### src/rtl/dmsi_params.svh
`ifndef DMSI_PARAMS_SVH
`define DMSI_PARAMS_SVH
// ==========================================
// register indices, byte address is four times the index
`define DMSI_IDX_PORT 16'hFF91
`define DMSI_IDX_FMT  16'hFFA8
`define DMSI_IDX_BRR  16'hFFA9
`define DMSI_IDX_CTL  16'hFFAA
`define DMSI_IDX_TDR  16'hFFAB
`define DMSI_IDX_STS  16'hFFAC
`define DMSI_IDX_RDR  16'hFFAD
`define DMSI_IDX_MSK  16'hFFAE
`define DMSI_IDX_STOP 16'hFFFA
// ==========================================
// reset values
`define DMSI_RST_FMT  8'h00
`define DMSI_RST_BRR  8'hFF
`define DMSI_RST_CTL  8'h00
`define DMSI_RST_TDR  8'hFF
`define DMSI_RST_STS  8'h84
`define DMSI_RST_RDR  8'h00
`define DMSI_RST_MSK  8'h00
`define DMSI_RST_STOP 8'hFF
`define DMSI_RST_PORT 8'h00
// ==========================================
// field positions
`define DMSI_FMT_COM  7
`define DMSI_FMT_CHR  6
`define DMSI_FMT_PE   5
`define DMSI_FMT_PM   4
`define DMSI_FMT_STOP 3
`define DMSI_FMT_MP   2
`define DMSI_CTL_TE   5
`define DMSI_CTL_RE   4
`define DMSI_CTL_CKE1 1
`define DMSI_CTL_CKE0 0
`define DMSI_STS_TRANSMIT_EMPTY_FLAG 7
`define DMSI_STS_RDRF 6
`define DMSI_STS_OER  5
`define DMSI_STS_FER  4
`define DMSI_STS_PER  3
`define DMSI_STS_TEND 2
`define DMSI_STS_MPBR 1
`define DMSI_STS_MPBT 0
`define DMSI_STS_W1C  8'h7C
`define DMSI_STOP_RUN 6
// ==========================================
// timing: sixteen ticks per asynchronous bit
`define DMSI_SUB_LAST 4'hF
`define DMSI_SUB_MID  4'h7
`define DMSI_SYNC_LEN 4'h8
`endif

### src/rtl/dmsi_pkg.sv
package dmsi_pkg;
  // ==========================================
  // shared types
  typedef logic [7:0]  dmsi_byte_t;
  typedef logic [17:0] dmsi_adr_t;
  typedef enum logic {DMSI_RX_IDLE, DMSI_RX_RUN} dmsi_rx_state_e;

  // data bits per character for a format
  function automatic logic [3:0] dmsi_data_len(input logic sync, input logic chr,
                                               input logic five);
    dmsi_data_len = sync ? 4'h8 : (five ? 4'h5 : (chr ? 4'h7 : 4'h8));
  endfunction
endpackage

### src/rtl/dmsi_top.sv
// Design decision made here: the Wishbone slave port.
`include "dmsi_params.svh"
// How it works
// format bit picks async or clocked sync
// async receiver resyncs on each start bit
// async formats: 7/8/5 bits, parity, stops
// extra mp bit marks id versus data
// parity, overrun, framing flagged separately
// filtered receive pin level readable by software
// sync: bit clock, eight bits, overrun only
// independent transmitter and receiver units
// holding plus shifter on both paths
// programmable divider sets the bit rate
// internal or external serial clock select
// six interrupt sources in status
// clock two-way, rxd input, txd output
// receive lsb first, then to holding
// transmit from holding only when loaded
// short characters drop upper data bits
// parity bit makes ones even or odd
// low start bit, high idle, stop check
// overrun when holding still unread
module dmsi_top (
  input  wire logic                 clk_i,
  input  wire logic                 rst_i,
  input  wire logic                 wb_cyc_i,
  input  wire logic                 wb_stb_i,
  input  wire logic                 wb_we_i,
  input  wire dmsi_pkg::dmsi_adr_t  wb_adr_i,
  input  wire logic [3:0]           wb_sel_i,
  input  wire logic [31:0]          wb_dat_i,
  output logic [31:0]               wb_dat_o,
  output logic                      wb_ack_o,
  input  wire logic                 receive_data_pin_i,
  output logic                      transmit_data_pin_o,
  input  wire logic                 serial_clock_pin_i,
  output logic                      serial_clock_pin_o,
  output logic                      serial_clock_pin_oe_o,
  output logic                      irq_o
);
  import dmsi_pkg::*;

  // ==========================================
  // registers
  dmsi_byte_t fmt_reg;  // format and prescale
  dmsi_byte_t brr_reg;  // divider setting
  dmsi_byte_t ctl_reg;  // enables and clock select
  dmsi_byte_t tdr_reg;  // transmit holding
  dmsi_byte_t rdr_reg;  // receive holding
  dmsi_byte_t msk_reg;  // interrupt mask
  dmsi_byte_t stop_reg; // module clock stop
  dmsi_byte_t port_reg; // port control storage
  logic [7:0] sts_reg;  // status flags
  dmsi_byte_t rd_mux;   // read data select

  // ==========================================
  // bus decode
  logic req;    // new access this cycle
  logic wr_lo;  // write with low lane
  logic rd;     // read access
  logic tdr_wr; // transmit holding written
  logic sts_wr; // status written
  logic rdr_rd; // receive holding read

  // address compare on word index
  function automatic logic hit(input dmsi_adr_t a, input logic [15:0] idx);
    hit = (a[17:2] == idx) && (a[1:0] == 2'b00);
  endfunction

  assign req    = wb_cyc_i && wb_stb_i && !wb_ack_o;
  assign wr_lo  = req && wb_we_i && wb_sel_i[0];
  assign rd     = req && !wb_we_i;
  assign tdr_wr = wr_lo && hit(wb_adr_i, `DMSI_IDX_TDR);
  assign sts_wr = wr_lo && hit(wb_adr_i, `DMSI_IDX_STS);
  assign rdr_rd = rd && hit(wb_adr_i, `DMSI_IDX_RDR);

  // ==========================================
  // pin synchronisers: three stages, change once stages two and three agree
  logic [1:0] pin_raw; // sck, rxd
  logic [1:0] pin_f;   // filtered levels
  assign pin_raw = {serial_clock_pin_i, receive_data_pin_i};

  generate
    for (genvar g = 0; g < 2; g++) begin : g_sync
      logic [2:0] s; // stage 0 is first
      logic       f; // agreed level
      always_ff @(posedge clk_i) begin
        if (rst_i) begin
          s <= 3'b111;
          f <= 1'b1;
        end else begin
          s <= {s[1], s[0], pin_raw[g]};
          if (s[1] == s[2]) begin
            f <= s[2];
          end
        end
      end
      assign pin_f[g] = f;
    end
  endgenerate

  // ==========================================
  // configuration writes
  always_ff @(posedge clk_i) begin
    if (rst_i) begin
      fmt_reg  <= `DMSI_RST_FMT;
      brr_reg  <= `DMSI_RST_BRR;
      ctl_reg  <= `DMSI_RST_CTL;
      tdr_reg  <= `DMSI_RST_TDR;
      msk_reg  <= `DMSI_RST_MSK;
      stop_reg <= `DMSI_RST_STOP;
      port_reg <= `DMSI_RST_PORT;
    end else if (wr_lo) begin
      if (hit(wb_adr_i, `DMSI_IDX_FMT)) fmt_reg <= wb_dat_i[7:0];
      if (hit(wb_adr_i, `DMSI_IDX_BRR)) brr_reg <= wb_dat_i[7:0];
      if (hit(wb_adr_i, `DMSI_IDX_CTL)) ctl_reg <= wb_dat_i[7:0];
      if (tdr_wr) tdr_reg <= wb_dat_i[7:0];
      if (hit(wb_adr_i, `DMSI_IDX_MSK)) msk_reg <= wb_dat_i[7:0];
      if (hit(wb_adr_i, `DMSI_IDX_STOP)) stop_reg <= wb_dat_i[7:0];
      if (hit(wb_adr_i, `DMSI_IDX_PORT)) port_reg <= {wb_dat_i[7:1], 1'b0};
    end
  end

  // ==========================================
  // read mux; port bit 0 shows the receive pin level
  always_comb begin
    rd_mux = 8'h00; // unmapped reads zero
    if (hit(wb_adr_i, `DMSI_IDX_FMT))  rd_mux = fmt_reg;
    if (hit(wb_adr_i, `DMSI_IDX_BRR))  rd_mux = brr_reg;
    if (hit(wb_adr_i, `DMSI_IDX_CTL))  rd_mux = ctl_reg;
    if (hit(wb_adr_i, `DMSI_IDX_TDR))  rd_mux = tdr_reg;
    if (hit(wb_adr_i, `DMSI_IDX_STS))  rd_mux = sts_reg;
    if (hit(wb_adr_i, `DMSI_IDX_RDR))  rd_mux = rdr_reg;
    if (hit(wb_adr_i, `DMSI_IDX_MSK))  rd_mux = msk_reg;
    if (hit(wb_adr_i, `DMSI_IDX_STOP)) rd_mux = stop_reg;
    if (hit(wb_adr_i, `DMSI_IDX_PORT)) rd_mux = {port_reg[7:1], pin_f[0]};
  end

  // bus answer one cycle after the request
  always_ff @(posedge clk_i) begin
    if (rst_i) begin
      wb_ack_o <= 1'b0;
      wb_dat_o <= 32'h0000_0000;
    end else begin
      wb_ack_o <= req;
      if (rd) begin
        wb_dat_o <= {24'h00_0000, rd_mux};
      end
    end
  end

  // ==========================================
  // format decode
  logic       sync_m;   // clocked sync mode
  logic       five;     // five bit characters
  logic [3:0] len;      // data bits
  logic       ext_clk;  // clock from pin
  logic       unit_run; // module clock running
  logic       tx_en;    // transmitter enabled
  logic       rx_en;    // receiver enabled

  assign sync_m   = fmt_reg[`DMSI_FMT_COM];
  assign five     = !sync_m && fmt_reg[`DMSI_FMT_CHR] && fmt_reg[`DMSI_FMT_PE]
                    && fmt_reg[`DMSI_FMT_MP];
  assign len      = dmsi_data_len(sync_m, fmt_reg[`DMSI_FMT_CHR], five);
  assign ext_clk  = ctl_reg[`DMSI_CTL_CKE1];
  assign unit_run = stop_reg[`DMSI_STOP_RUN];
  assign tx_en    = ctl_reg[`DMSI_CTL_TE] && unit_run;
  assign rx_en    = ctl_reg[`DMSI_CTL_RE] && unit_run;

  // ==========================================
  // bit rate divider: (setting+1) times 4 to the prescale power
  logic [14:0] div_cnt; // divider count
  logic [14:0] div_lim; // terminal count
  logic        div_stb; // sixteenth of a bit

  assign div_lim = (({7'h00, brr_reg} + 15'h0001) << {fmt_reg[1:0], 1'b0}) - 15'h0001;

  always_ff @(posedge clk_i) begin
    if (rst_i) begin
      div_cnt <= 15'h0000;
      div_stb <= 1'b0;
    end else begin
      div_stb <= (div_cnt >= div_lim);
      div_cnt <= (div_cnt >= div_lim) ? 15'h0000 : div_cnt + 15'h0001;
    end
  end

  // ==========================================
  // serial clock: phase of sixteen ticks, low half then high half
  logic [3:0] ph_reg;   // tick phase
  logic       sck_q;    // previous filtered pin clock
  logic       fall_int; // internal falling edge
  logic       rise_int; // internal rising edge
  logic       tx_adv;   // transmitter advance
  logic       rx_adv;   // receiver advance
  logic       os_stb;   // async oversample tick

  assign fall_int = div_stb && ph_reg == 4'hF;
  assign rise_int = div_stb && ph_reg == 4'h7;
  assign os_stb   = ext_clk ? (pin_f[1] && !sck_q) : div_stb;
  assign tx_adv   = !sync_m ? os_stb : (ext_clk ? (!pin_f[1] && sck_q) : fall_int);
  assign rx_adv   = !sync_m ? os_stb : (ext_clk ? (pin_f[1] && !sck_q) : rise_int);

  always_ff @(posedge clk_i) begin
    if (rst_i) begin
      sck_q <= 1'b1;
    end else begin
      sck_q <= pin_f[1];
    end
  end

  // clock output, idle high while both units are off
  always_ff @(posedge clk_i) begin
    if (rst_i || !(tx_en || rx_en)) begin
      ph_reg             <= 4'h0;
      serial_clock_pin_o <= 1'b1;
    end else if (div_stb) begin
      ph_reg <= ph_reg + 4'h1;
      if (rise_int) serial_clock_pin_o <= 1'b1;
      if (fall_int) serial_clock_pin_o <= 1'b0;
    end
  end

  // pin drive direction
  always_ff @(posedge clk_i) begin
    if (rst_i) begin
      serial_clock_pin_oe_o <= 1'b0;
    end else begin
      serial_clock_pin_oe_o <= !ext_clk && (sync_m || ctl_reg[`DMSI_CTL_CKE0]);
    end
  end

  // ==========================================
  // transmitter and receiver units
  logic       tx_take; // holding moved to shifter
  logic       tx_done; // last bit finished
  logic       tx_busy; // shifter in use
  logic       tx_line; // shifter output
  logic       rx_done; // character complete
  dmsi_byte_t rx_data; // received character
  logic       rx_per;  // parity mismatch
  logic       rx_fer;  // stop bit low
  logic       rx_mpb;  // received mp bit
  logic       rx_ok;   // character accepted
  logic       rx_ovr;  // character lost

  dmsi_tx u_tx (
    .clk_i        (clk_i),
    .rst_i        (rst_i),
    .en_i         (tx_en),
    .sync_i       (sync_m),
    .adv_i        (tx_adv),
    .len_i        (len),
    .par_en_i     (!sync_m && fmt_reg[`DMSI_FMT_PE]),
    .par_odd_i    (fmt_reg[`DMSI_FMT_PM]),
    .mp_en_i      (!sync_m && !five && fmt_reg[`DMSI_FMT_MP]),
    .mp_bit_i     (sts_reg[`DMSI_STS_MPBT]),
    .two_stop_i   (fmt_reg[`DMSI_FMT_STOP]),
    .hold_valid_i (!sts_reg[`DMSI_STS_TRANSMIT_EMPTY_FLAG]),
    .hold_data_i  (tdr_reg),
    .take_o       (tx_take),
    .done_o       (tx_done),
    .busy_o       (tx_busy),
    .txd_o        (tx_line)
  );

  assign transmit_data_pin_o = tx_line;

  dmsi_rx u_rx (
    .clk_i     (clk_i),
    .rst_i     (rst_i),
    .en_i      (rx_en),
    .sync_i    (sync_m),
    .adv_i     (rx_adv),
    .line_i    (pin_f[0]),
    .len_i     (len),
    .par_en_i  (!sync_m && fmt_reg[`DMSI_FMT_PE]),
    .par_odd_i (fmt_reg[`DMSI_FMT_PM]),
    .mp_en_i   (!sync_m && !five && fmt_reg[`DMSI_FMT_MP]),
    .done_o    (rx_done),
    .data_o    (rx_data),
    .per_o     (rx_per),
    .fer_o     (rx_fer),
    .mpb_o     (rx_mpb)
  );

  // a read in the same cycle frees the holding register
  assign rx_ok  = rx_done && (!sts_reg[`DMSI_STS_RDRF] || rdr_rd);
  assign rx_ovr = rx_done && sts_reg[`DMSI_STS_RDRF] && !rdr_rd;

  // receive holding load
  always_ff @(posedge clk_i) begin
    if (rst_i) begin
      rdr_reg <= `DMSI_RST_RDR;
    end else if (rx_ok) begin
      rdr_reg <= rx_data;
    end
  end

  // ==========================================
  // status flags: set wins over clear
  logic [7:2] sts_set; // event per flag
  logic [7:2] sts_clr; // clear per flag

  assign sts_set = {tx_take, rx_ok, rx_ovr, rx_ok && rx_fer, rx_ok && rx_per,
                    tx_done && sts_reg[`DMSI_STS_TRANSMIT_EMPTY_FLAG]};
  assign sts_clr = (sts_wr ? (wb_dat_i[7:2] & 6'(`DMSI_STS_W1C >> 2)) : 6'h00)
                   | {tdr_wr, rdr_rd, 3'b000, tdr_wr};

  generate
    for (genvar b = 2; b < 8; b++) begin : g_flag
      localparam logic [7:0] STS_INIT = `DMSI_RST_STS; // reset image of status
      always_ff @(posedge clk_i) begin
        if (rst_i) begin
          sts_reg[b] <= STS_INIT[b];
        end else begin
          sts_reg[b] <= sts_set[b] || (sts_reg[b] && !sts_clr[b]);
        end
      end
    end
  endgenerate

  // mp bits: received one tracks each accepted character, send bit by software
  always_ff @(posedge clk_i) begin
    if (rst_i) begin
      sts_reg[1:0] <= 2'b00;
    end else begin
      if (rx_ok) sts_reg[`DMSI_STS_MPBR] <= rx_mpb;
      if (sts_wr) sts_reg[`DMSI_STS_MPBT] <= wb_dat_i[0];
    end
  end

  // one level interrupt from unmasked flags
  always_ff @(posedge clk_i) begin
    if (rst_i) begin
      irq_o <= 1'b0;
    end else begin
      irq_o <= |(sts_reg[7:2] & msk_reg[7:2]);
    end
  end
endmodule // dmsi_top

### src/rtl/dmsi_tx.sv
`include "dmsi_params.svh"
module dmsi_tx (
  input  wire logic              clk_i,
  input  wire logic              rst_i,
  input  wire logic              en_i,
  input  wire logic              sync_i,
  input  wire logic              adv_i,
  input  wire logic [3:0]        len_i,
  input  wire logic              par_en_i,
  input  wire logic              par_odd_i,
  input  wire logic              mp_en_i,
  input  wire logic              mp_bit_i,
  input  wire logic              two_stop_i,
  input  wire logic              hold_valid_i,
  input  wire dmsi_pkg::dmsi_byte_t hold_data_i,
  output logic                   take_o,
  output logic                   done_o,
  output logic                   busy_o,
  output logic                   txd_o
);
  import dmsi_pkg::*;

  logic [11:0] sh_reg;   // frame shifter, lsb on the line
  logic [3:0]  left_reg; // bits still to send
  logic [3:0]  sub_reg;  // tick within a bit
  logic [11:0] fr;       // frame built from the holding byte
  logic [3:0]  cnt;      // frame length in bits
  logic [7:0]  dm;       // data with unsent bits removed

  // ==========================================
  // frame assembly: start, data lsb first, parity, mp bit, stops
  always_comb begin
    fr  = 12'hFFF;
    dm  = hold_data_i & (8'hFF >> (4'h8 - len_i));
    cnt = `DMSI_SYNC_LEN;
    if (sync_i) begin
      fr[7:0] = hold_data_i;
    end else begin
      fr[0]   = 1'b0;
      fr[8:1] = (8'hFF << len_i) | dm;
      fr[len_i + 4'h1] = par_en_i ? (^dm ^ par_odd_i) : mp_bit_i;
      if (par_en_i) begin
        fr[len_i + 4'h2] = mp_en_i ? mp_bit_i : 1'b1;
      end
      cnt = len_i + 4'h2 + {3'b000, par_en_i} + {3'b000, mp_en_i} + {3'b000, two_stop_i};
    end
    if (!par_en_i && !mp_en_i && !sync_i) begin
      fr[len_i + 4'h1] = 1'b1;
    end
  end

  // ==========================================
  // shifter: loads from holding only when empty, shifts per bit
  always_ff @(posedge clk_i) begin
    if (rst_i || !en_i) begin
      sh_reg   <= 12'hFFF;
      left_reg <= 4'h0;
      sub_reg  <= 4'h0;
      take_o   <= 1'b0;
      done_o   <= 1'b0;
    end else begin
      take_o <= 1'b0;
      done_o <= 1'b0;
      if (left_reg == 4'h0) begin
        // no load while holding is empty
        if (hold_valid_i && !take_o && (!sync_i || adv_i)) begin
          sh_reg   <= fr;
          left_reg <= cnt;
          sub_reg  <= 4'h0;
          take_o   <= 1'b1;
        end
      end else if (adv_i) begin
        sub_reg <= sub_reg + 4'h1;
        if (sync_i || sub_reg == `DMSI_SUB_LAST) begin
          sh_reg   <= {1'b1, sh_reg[11:1]};
          left_reg <= left_reg - 4'h1;
          sub_reg  <= 4'h0;
          done_o   <= (left_reg == 4'h1);
        end
      end
    end
  end

  assign busy_o = (left_reg != 4'h0);
  assign txd_o  = sh_reg[0];
endmodule // dmsi_tx

### src/rtl/dmsi_rx.sv
`include "dmsi_params.svh"
module dmsi_rx (
  input  wire logic       clk_i,
  input  wire logic       rst_i,
  input  wire logic       en_i,
  input  wire logic       sync_i,
  input  wire logic       adv_i,
  input  wire logic       line_i,
  input  wire logic [3:0] len_i,
  input  wire logic       par_en_i,
  input  wire logic       par_odd_i,
  input  wire logic       mp_en_i,
  output logic            done_o,
  output dmsi_pkg::dmsi_byte_t data_o,
  output logic            per_o,
  output logic            fer_o,
  output logic            mpb_o
);
  import dmsi_pkg::*;

  dmsi_rx_state_e st_reg; // idle or in a frame
  logic [11:0] sh_reg;    // sampled bits by position
  logic [3:0]  idx_reg;   // position of next sample
  logic [3:0]  sub_reg;   // tick within a bit
  logic [11:0] fr;        // frame including current sample
  logic [3:0]  last;      // position of first stop bit, last data bit in sync
  logic [7:0]  dm;        // masked data
  logic        smp;       // sample strobe

  // async samples mid bit, sync on every bit clock
  assign smp  = sync_i ? adv_i : (adv_i && sub_reg == `DMSI_SUB_MID);
  assign last = sync_i ? `DMSI_SYNC_LEN
                       : len_i + 4'h1 + {3'b000, par_en_i} + {3'b000, mp_en_i};

  // ==========================================
  // frame view with the bit being sampled now
  always_comb begin
    fr          = sh_reg;
    fr[idx_reg] = line_i;
    dm          = fr[8:1] & (8'hFF >> (4'h8 - len_i));
  end

  // ==========================================
  // sequencer: start search, per character resync
  always_ff @(posedge clk_i) begin
    if (rst_i || !en_i) begin
      st_reg  <= DMSI_RX_IDLE;
      idx_reg <= 4'h0;
      sub_reg <= 4'h0;
      sh_reg  <= 12'h000;
    end else begin
      unique case (st_reg)
        DMSI_RX_IDLE: begin
          if (sync_i) begin
            st_reg  <= DMSI_RX_RUN;
            idx_reg <= 4'h1;
          end else if (adv_i && !line_i) begin
            st_reg  <= DMSI_RX_RUN;
            idx_reg <= 4'h0;
            sub_reg <= 4'h0;
          end
        end
        DMSI_RX_RUN: begin
          if (adv_i) begin
            sub_reg <= sub_reg + 4'h1;
          end
          if (smp) begin
            sh_reg[idx_reg] <= line_i;
            idx_reg         <= idx_reg + 4'h1;
            if (!sync_i && idx_reg == 4'h0 && line_i) begin
              st_reg <= DMSI_RX_IDLE; // false start
            end else if (idx_reg == last) begin
              st_reg  <= sync_i ? DMSI_RX_RUN : DMSI_RX_IDLE;
              idx_reg <= 4'h1;
            end
          end
        end
      endcase
    end
  end

  // ==========================================
  // result capture at the last sample
  always_ff @(posedge clk_i) begin
    if (rst_i) begin
      done_o <= 1'b0;
      data_o <= 8'h00;
      per_o  <= 1'b0;
      fer_o  <= 1'b0;
      mpb_o  <= 1'b0;
    end else begin
      done_o <= en_i && st_reg == DMSI_RX_RUN && smp && idx_reg == last;
      if (en_i && st_reg == DMSI_RX_RUN && smp && idx_reg == last) begin
        data_o <= dm;
        per_o  <= !sync_i && par_en_i && (^dm ^ fr[len_i + 4'h1] ^ par_odd_i);
        fer_o  <= !sync_i && !line_i;
        mpb_o  <= !sync_i && mp_en_i && fr[len_i + 4'h1 + {3'b000, par_en_i}];
      end
    end
  end
endmodule // dmsi_rx

### config.mk
export PLATFORM = sky130hd
export DESIGN_NAME = dmsi_top
export DESIGN_NICKNAME = d
export VERILOG_FILES = /design/src/rtl/dmsi_pkg.sv /design/src/rtl/dmsi_top.sv /design/src/rtl/dmsi_tx.sv /design/src/rtl/dmsi_rx.sv
export VERILOG_INCLUDE_DIRS = /design/src /design/src/rtl
export SDC_FILE = /design/constraint.sdc
export NUM_CORES = 1
export LEC_CHECK = 0
export BUFFER_PORTS_ARGS = -buffer_cell sky130_fd_sc_hd__buf_2
export CAP_MARGIN = 20
export CORE_ASPECT_RATIO = 0.5
export CORE_UTILIZATION = 50
export CTS_CLUSTER_SIZE = 8
export DETAILED_ROUTE_END_ITERATION = 10
export GPL_ROUTABILITY_DRIVEN = 1
export PLACE_DENSITY = 0.79
export SLEW_MARGIN = 40
export SYNTH_ARGS = -nofsm -noshare
export SYNTH_HDL_FRONTEND = slang
export SYNTH_SLANG_ARGS = --single-unit
### constraint.sdc
create_clock -name clk_i -period 11.5 [get_ports clk_i]
set_clock_uncertainty 0.05 [all_clocks]
set_input_delay 1.725 -clock clk_i [delete_from_list [all_inputs] [get_ports clk_i]]
set_output_delay 1.725 -clock clk_i [all_outputs]
set_load 0.02 [all_outputs]
Word-level counts from Yosys, hierarchy flattened
Index checks and enable logic that the tools add are counted.
Widths: inputs -> output; s select.
Cells by class
  eq/ne operators: 23
  shifts and indexed selects: 3
  reduce and logical (&&, ||, !) cells: 123
  $add $sub $neg: 16
  bitwise logic cells: 13
  order comparisons: 8
  muxes and demuxes: 71
Operators by type and width (number)
  $eq 16x16->1 const B: 9
  $mux 4: 21
  $mux 8: 10
  $mux 12: 6
  $logic_and 1x1->1: 61
  $bwmux 12: 3
  $logic_not 1->1: 23
  $mux 1: 22
  $reduce_and 2->1: 11
  $add 4x1->4: 5
  $add 4x1->4 const B: 5
  $lt 4x5->1 const B: 4
  $and 8x8->8: 2
  $pmux 4 s2: 2
  $reduce_xor 8->1: 2
  $add 15x1->15 const B: 1
  $ge 15x15->1: 1
  $shl 9x3->15: 1
  $sub 15x1->15 const B: 1
  $logic_or 1x1->1: 14
  $demux 1 s4: 3
  $ge 4x1->1 const B: 3
  $or 12x12->12: 1
  $add 8x1->9 const B: 1
  other kinds (28): 45
Word-level totals
  logic and storage cells: 300
  register bits: 167
  bits of input ports: 61
  output and inout port bits: 37

Longest topological paths before layout
  depth in word-level cells: 20
  mapped depth: 20
  mapped depth without buffers: 17

Hierarchy
From an unflattened synthesis, not the netlist that was laid out.
Unflattened totals
  cells, all modules: 1387
  area total of the unflattened synthesis: 11282.1 um^2
Modules (own cells, without submodules)
  dmsi_top: cells each 749, sequential area each 2242.2 um^2, area an instance 6343.6 um^2, times used 1
  dmsi_rx: cells each 309, sequential area each 660.6 um^2, area an instance 2571.2 um^2, times used 1
  dmsi_tx: cells each 329, sequential area each 440.4 um^2, area an instance 2367.3 um^2, times used 1

Least setup slack after synthesis
No wires, ideal clock.
  kind: reg2reg
  from: register fmt_reg[6]
  to: register u_rx.per_o
  slack: 7256 ps
  clock period less this slack: 4244 ps
  data required time: 11367 ps
  buffers on the path: 4
  arrival: 4111 ps
  cell stages (with the launch flop): 19
  setup time: 83 ps
  path through: dfxtp_1 > clkbuf_1 > nand2b_1 > clkbuf_1 > clkinv_1 > nand2_1 > inv_1 > ha_1 > clkbuf_1 > inv_1 > ha_1 > clkbuf_1 > a21boi_0 > or4_1 > o32ai_1 > o21ai_1 > or2_4 > or4_1 > o221ai_1
On the way
  cells in the longest elaborated chain, start to end: 12
  elaborated cells on any way between the ends: 24
  classes of those cells: add/sub: 4; eq/ne: 1; shift: 1; mux: 6; bitwise: 3; reduce/logical: 9
Ends and longest elaborated chain
  start: declaration: line dmsi_top.sv:45  | dmsi_byte_t fmt_reg;
  start signal: assignment: line dmsi_top.sv:106  | fmt_reg <= `DMSI_RST_FMT;
  start signal: assignment: line dmsi_top.sv:114  | if (hit(wb_adr_i, `DMSI_IDX_FMT)) fmt_reg <= wb_dat_i[7:0];
  parallel branches: the longest is 12 deep, another holds $add 4x1->4
  end signal: assignment: line dmsi_rx.sv:95  | per_o <= !sync_i && par_en_i && (^dm ^ fr[len_i + 4'h1] ^ par_odd_i);
  end: declaration: line dmsi_rx.sv:15  | output logic per_o,
Parallel ways; which one is timed is not known. The select of a mux whose other input is x is not followed.
A chain may end at the register's enable or synchronous reset.

Worst setup path in the final report
Ends and elaborated chain as after synthesis.

==> impl_results.md <==
- Clock tree from TritonCTS: built
- Antenna violations before repair: 0
- Routability-driven placement congestion ratio: 0.986
- Cells after synthesis: 1,271
- Fraction of the yosys area taken by sequential cells: 33.1%
- Setup repair after global routing missed its margin: false
- Clock Tree Buf Depth: 2
- Final max-slew violation count: 0
- Layout net count: 1,360
- Outcome: complete, no violations
- Commonest cells in the synthesized netlist: 167 x dfxtp_1, 162 x nand2_1, 140 x nor2_1, 85 x a21oi_1
- Flip-flop count of the largest register, all copies and words added: 15
- Number of levels in the clock H-tree: 4
- IR drop worst, VDD: 0.0800 mV
- Rows: 36
- Number of iterations in the first detailed-routing pass: 6
- EDFF count, synth: 0
- Kind of start point of the critical path: register
- Final global-route overflow total: 0
- Global-route wire length before repair: 44,100 um
- FILL cells: 1,766
- Vias after detailed routing: 9,424
- Total negative setup slack: 0 ps
- Starting density of the core: 51.5%
- I/O pin count: 98
- Top_reg_cell synth: dfxtp_1
- Total half-perimeter wirelength after legalization and detailed placement: 19,400 um
- Setup slack of the critical path after layout: 6270 ps
- Power density over the cells: 110 nW/um^2
- Number of antenna cells inserted: 0
- Vias in the first global route: 8,502
- FF+latch count, synth: 167
- Shortest clock period the worst path allows after layout: 5230 ps
- Max-Slew Margin vs Limit: 43.4%
- Area growth from synthesis to final layout: 8.14%
- DIE AREA: 20,800 sq um
- Number of nets with antenna violations after routing: 0
- Detailed-route wire length: 27,700 um
- Syn avg cell area: 7.96 sq um
- Clock slew at the register clock pins of the worst setup and hold paths: 70 ps
- Ratio of final minimum period to clock period: 45.5%
- Leak Pwr: 4.11 nW
- Global routing usage summed across all routing layers: 26.7%
- DR WL/cell: 18.0 um
- Post-synth ARST share: 0%
- Number of sinks driven by the clock tree: 167
- Total standard cell area after synthesis: 10,100 sq um
- Maximum number of pins on one net before global-route repair: 90
- Die extent in x: 203 um
- Remaining design rule violation count: 0
- Detailed Route Iter0 Violations: 917
- CP Data Arrival Time: 5530 ps
- Total core area: 19,600 sq um
- Placed instance area: 10,300 sq um
- Die Y: 103 um
- Final instance area: 10,900 sq um
- Number of buffers created by CTS: 17
- Setup CP Type: reg2reg
- Count of distinct cell types in the synthesized netlist: 78
- Number of buffers inserted for hold repair after clock tree synthesis: 0
- Area contributors post-synth: dfxtp_1 33%, nand2_1 6.0%, nor2_1 5.2%, ha_1 4.9%, mux2i_1 4.3%
- Max-cap check violation count: 0
- Final hold violation count: 0
- Worst hold-check slack: 360 ps
- Slew at the pin closest to its max-slew limit: 848 ps
- Via density per instance: 6.14
- Worst setup EP type: register
- Port bufs: 46
- Number of warnings reported in the yosys synthesis log: 0
- CTS Root Cell: clkbuf_16
- Resized cells post-CTS: 0
- Pre-CTS setup slack: 6390 ps
- Finish-stage setup viols: 0
- Path category of the worst min-delay check: reg2reg
- Critical path peak fanout: 13
- Post-synth top area share: 33.1%
- Max Freq: 191 MHz
- Postcts setup bufs: 0
- Data required, critical path: 11,800 ps
- Most repeated cell in the gate-level netlist after synthesis: dfxtp_1
- Cell taking the most area after synthesis: dfxtp_1
- Fraction of final layout cells with drive strength greater than 1: 9.76%
- Latest clock arrival within the worst-skew pair: 440 ps
worst paths after layout:
check | startpoint | end | slack [ps] | cells past startpoint
hold / removal | g_sync[1].s[0] | g_sync[1].s[1] | 360 | 1
setup / recovery | fmt_reg[6] | u_rx.per_o | 6270 | 14
hold reg to reg | g_sync[1].s[0] | g_sync[1].s[1] | 360 | 1
setup reg to reg | fmt_reg[6] | u_rx.per_o | 6270 | 14
layer usage:
layer  up-vias  part of all wire (%)  track usage [%]
met2       397                    46             42.7
met3        39                   8.5             6.19
met1      4480                    45             36.6
li1       4508                     -                -
met5         -                     0                0
met4         0                   1.3             7.06
worst max-delay path, stage by stage (launching register included):
cell and delay [ps]:
dfxtp_1 630, nand2b_1 390, clkinv_1 340, nand2_1 220
ha_1 650, inv_1 250, ha_1 440, ha_1 250
xnor2_1 170, or2_0 240, o32ai_1 250, o21ai_1 260
or2_4 350, or4_1 470, o221ai_1 190
per-stage QoR:
| step | util, % | power, mW | std cells |
|---|---|---|---|
| global placement | 52.5 | 0.636 | 1504 |
| CTS | 55.7 | 1.21 | 1536 |
| floorplan | - | 0.628 | 1294 |
| global route | 55.7 | 1.24 | 1536 |
| finish | 55.7 | 1.21 | 1536 |
| detailed placement | 52.6 | 0.638 | 1504 |
cells by family (layout without fill, tap and decap cells):
family / Yosys count / count (layout) / share of synthesized area (%)
mux: 53 / 53 / 6.04
simple gates: 524 / 524 / 24.5
fa+ha+maj: 42 / 42 / 5.34
other cells: 1 / 24 / 0.0371
buf+inv: 138 / 114 / 6.27
flops: 167 / 167 / 33.1
compound gates: 293 / 293 / 19.7
xor+xnor: 53 / 53 / 5.07
where the power goes:
part / internal (mW) / switching (mW) / total, mW
sequential: 0.581 / 0.00236 / 0.583
combinational: 0.0110 / 0.0306 / 0.0416
clock: 0.295 / 0.287 / 0.582
cell type report:
class	count	area (sq um)	share of cell area, %
clock buffers	17	425	3.89
clock inverters	15	173	1.58
inverters	28	105	0.961
multi-input cells	989	6260	57.3
flip-flops and latches	167	3340	30.6
well taps	266	333	3.04
repair buffers	54	297	2.71
cells in the final DEF, fill, tap and decap left out, types with 14 or more instances in the layout:
| cell type | netlist | final |
|---|---|---|
| conb_1 | 1 | 24 |
| nor2b_1 | 17 | 17 |
| a31oi_1 | 16 | 16 |
| nor4_1 | 17 | 17 |
| nand3b_1 | 14 | 14 |
| nor2_1 | 140 | 138 |
| buf_2 | 12 | 45 |
| ha_1 | 40 | 40 |
| xnor2_1 | 23 | 23 |
| dfxtp_1 | 167 | 167 |
| a211oi_1 | 30 | 30 |
| xor2_1 | 26 | 26 |
| nor3_1 | 27 | 23 |
| o21ai_0 | 36 | 36 |
| inv_1 | 26 | 26 |
| mux2i_1 | 43 | 42 |
| nand2_1 | 162 | 162 |
| clkbuf_16 | 0 | 17 |
| a22oi_1 | 16 | 16 |
| nand3_1 | 69 | 69 |
| a21oi_1 | 85 | 85 |
Power figures use the tool's default switching activity.
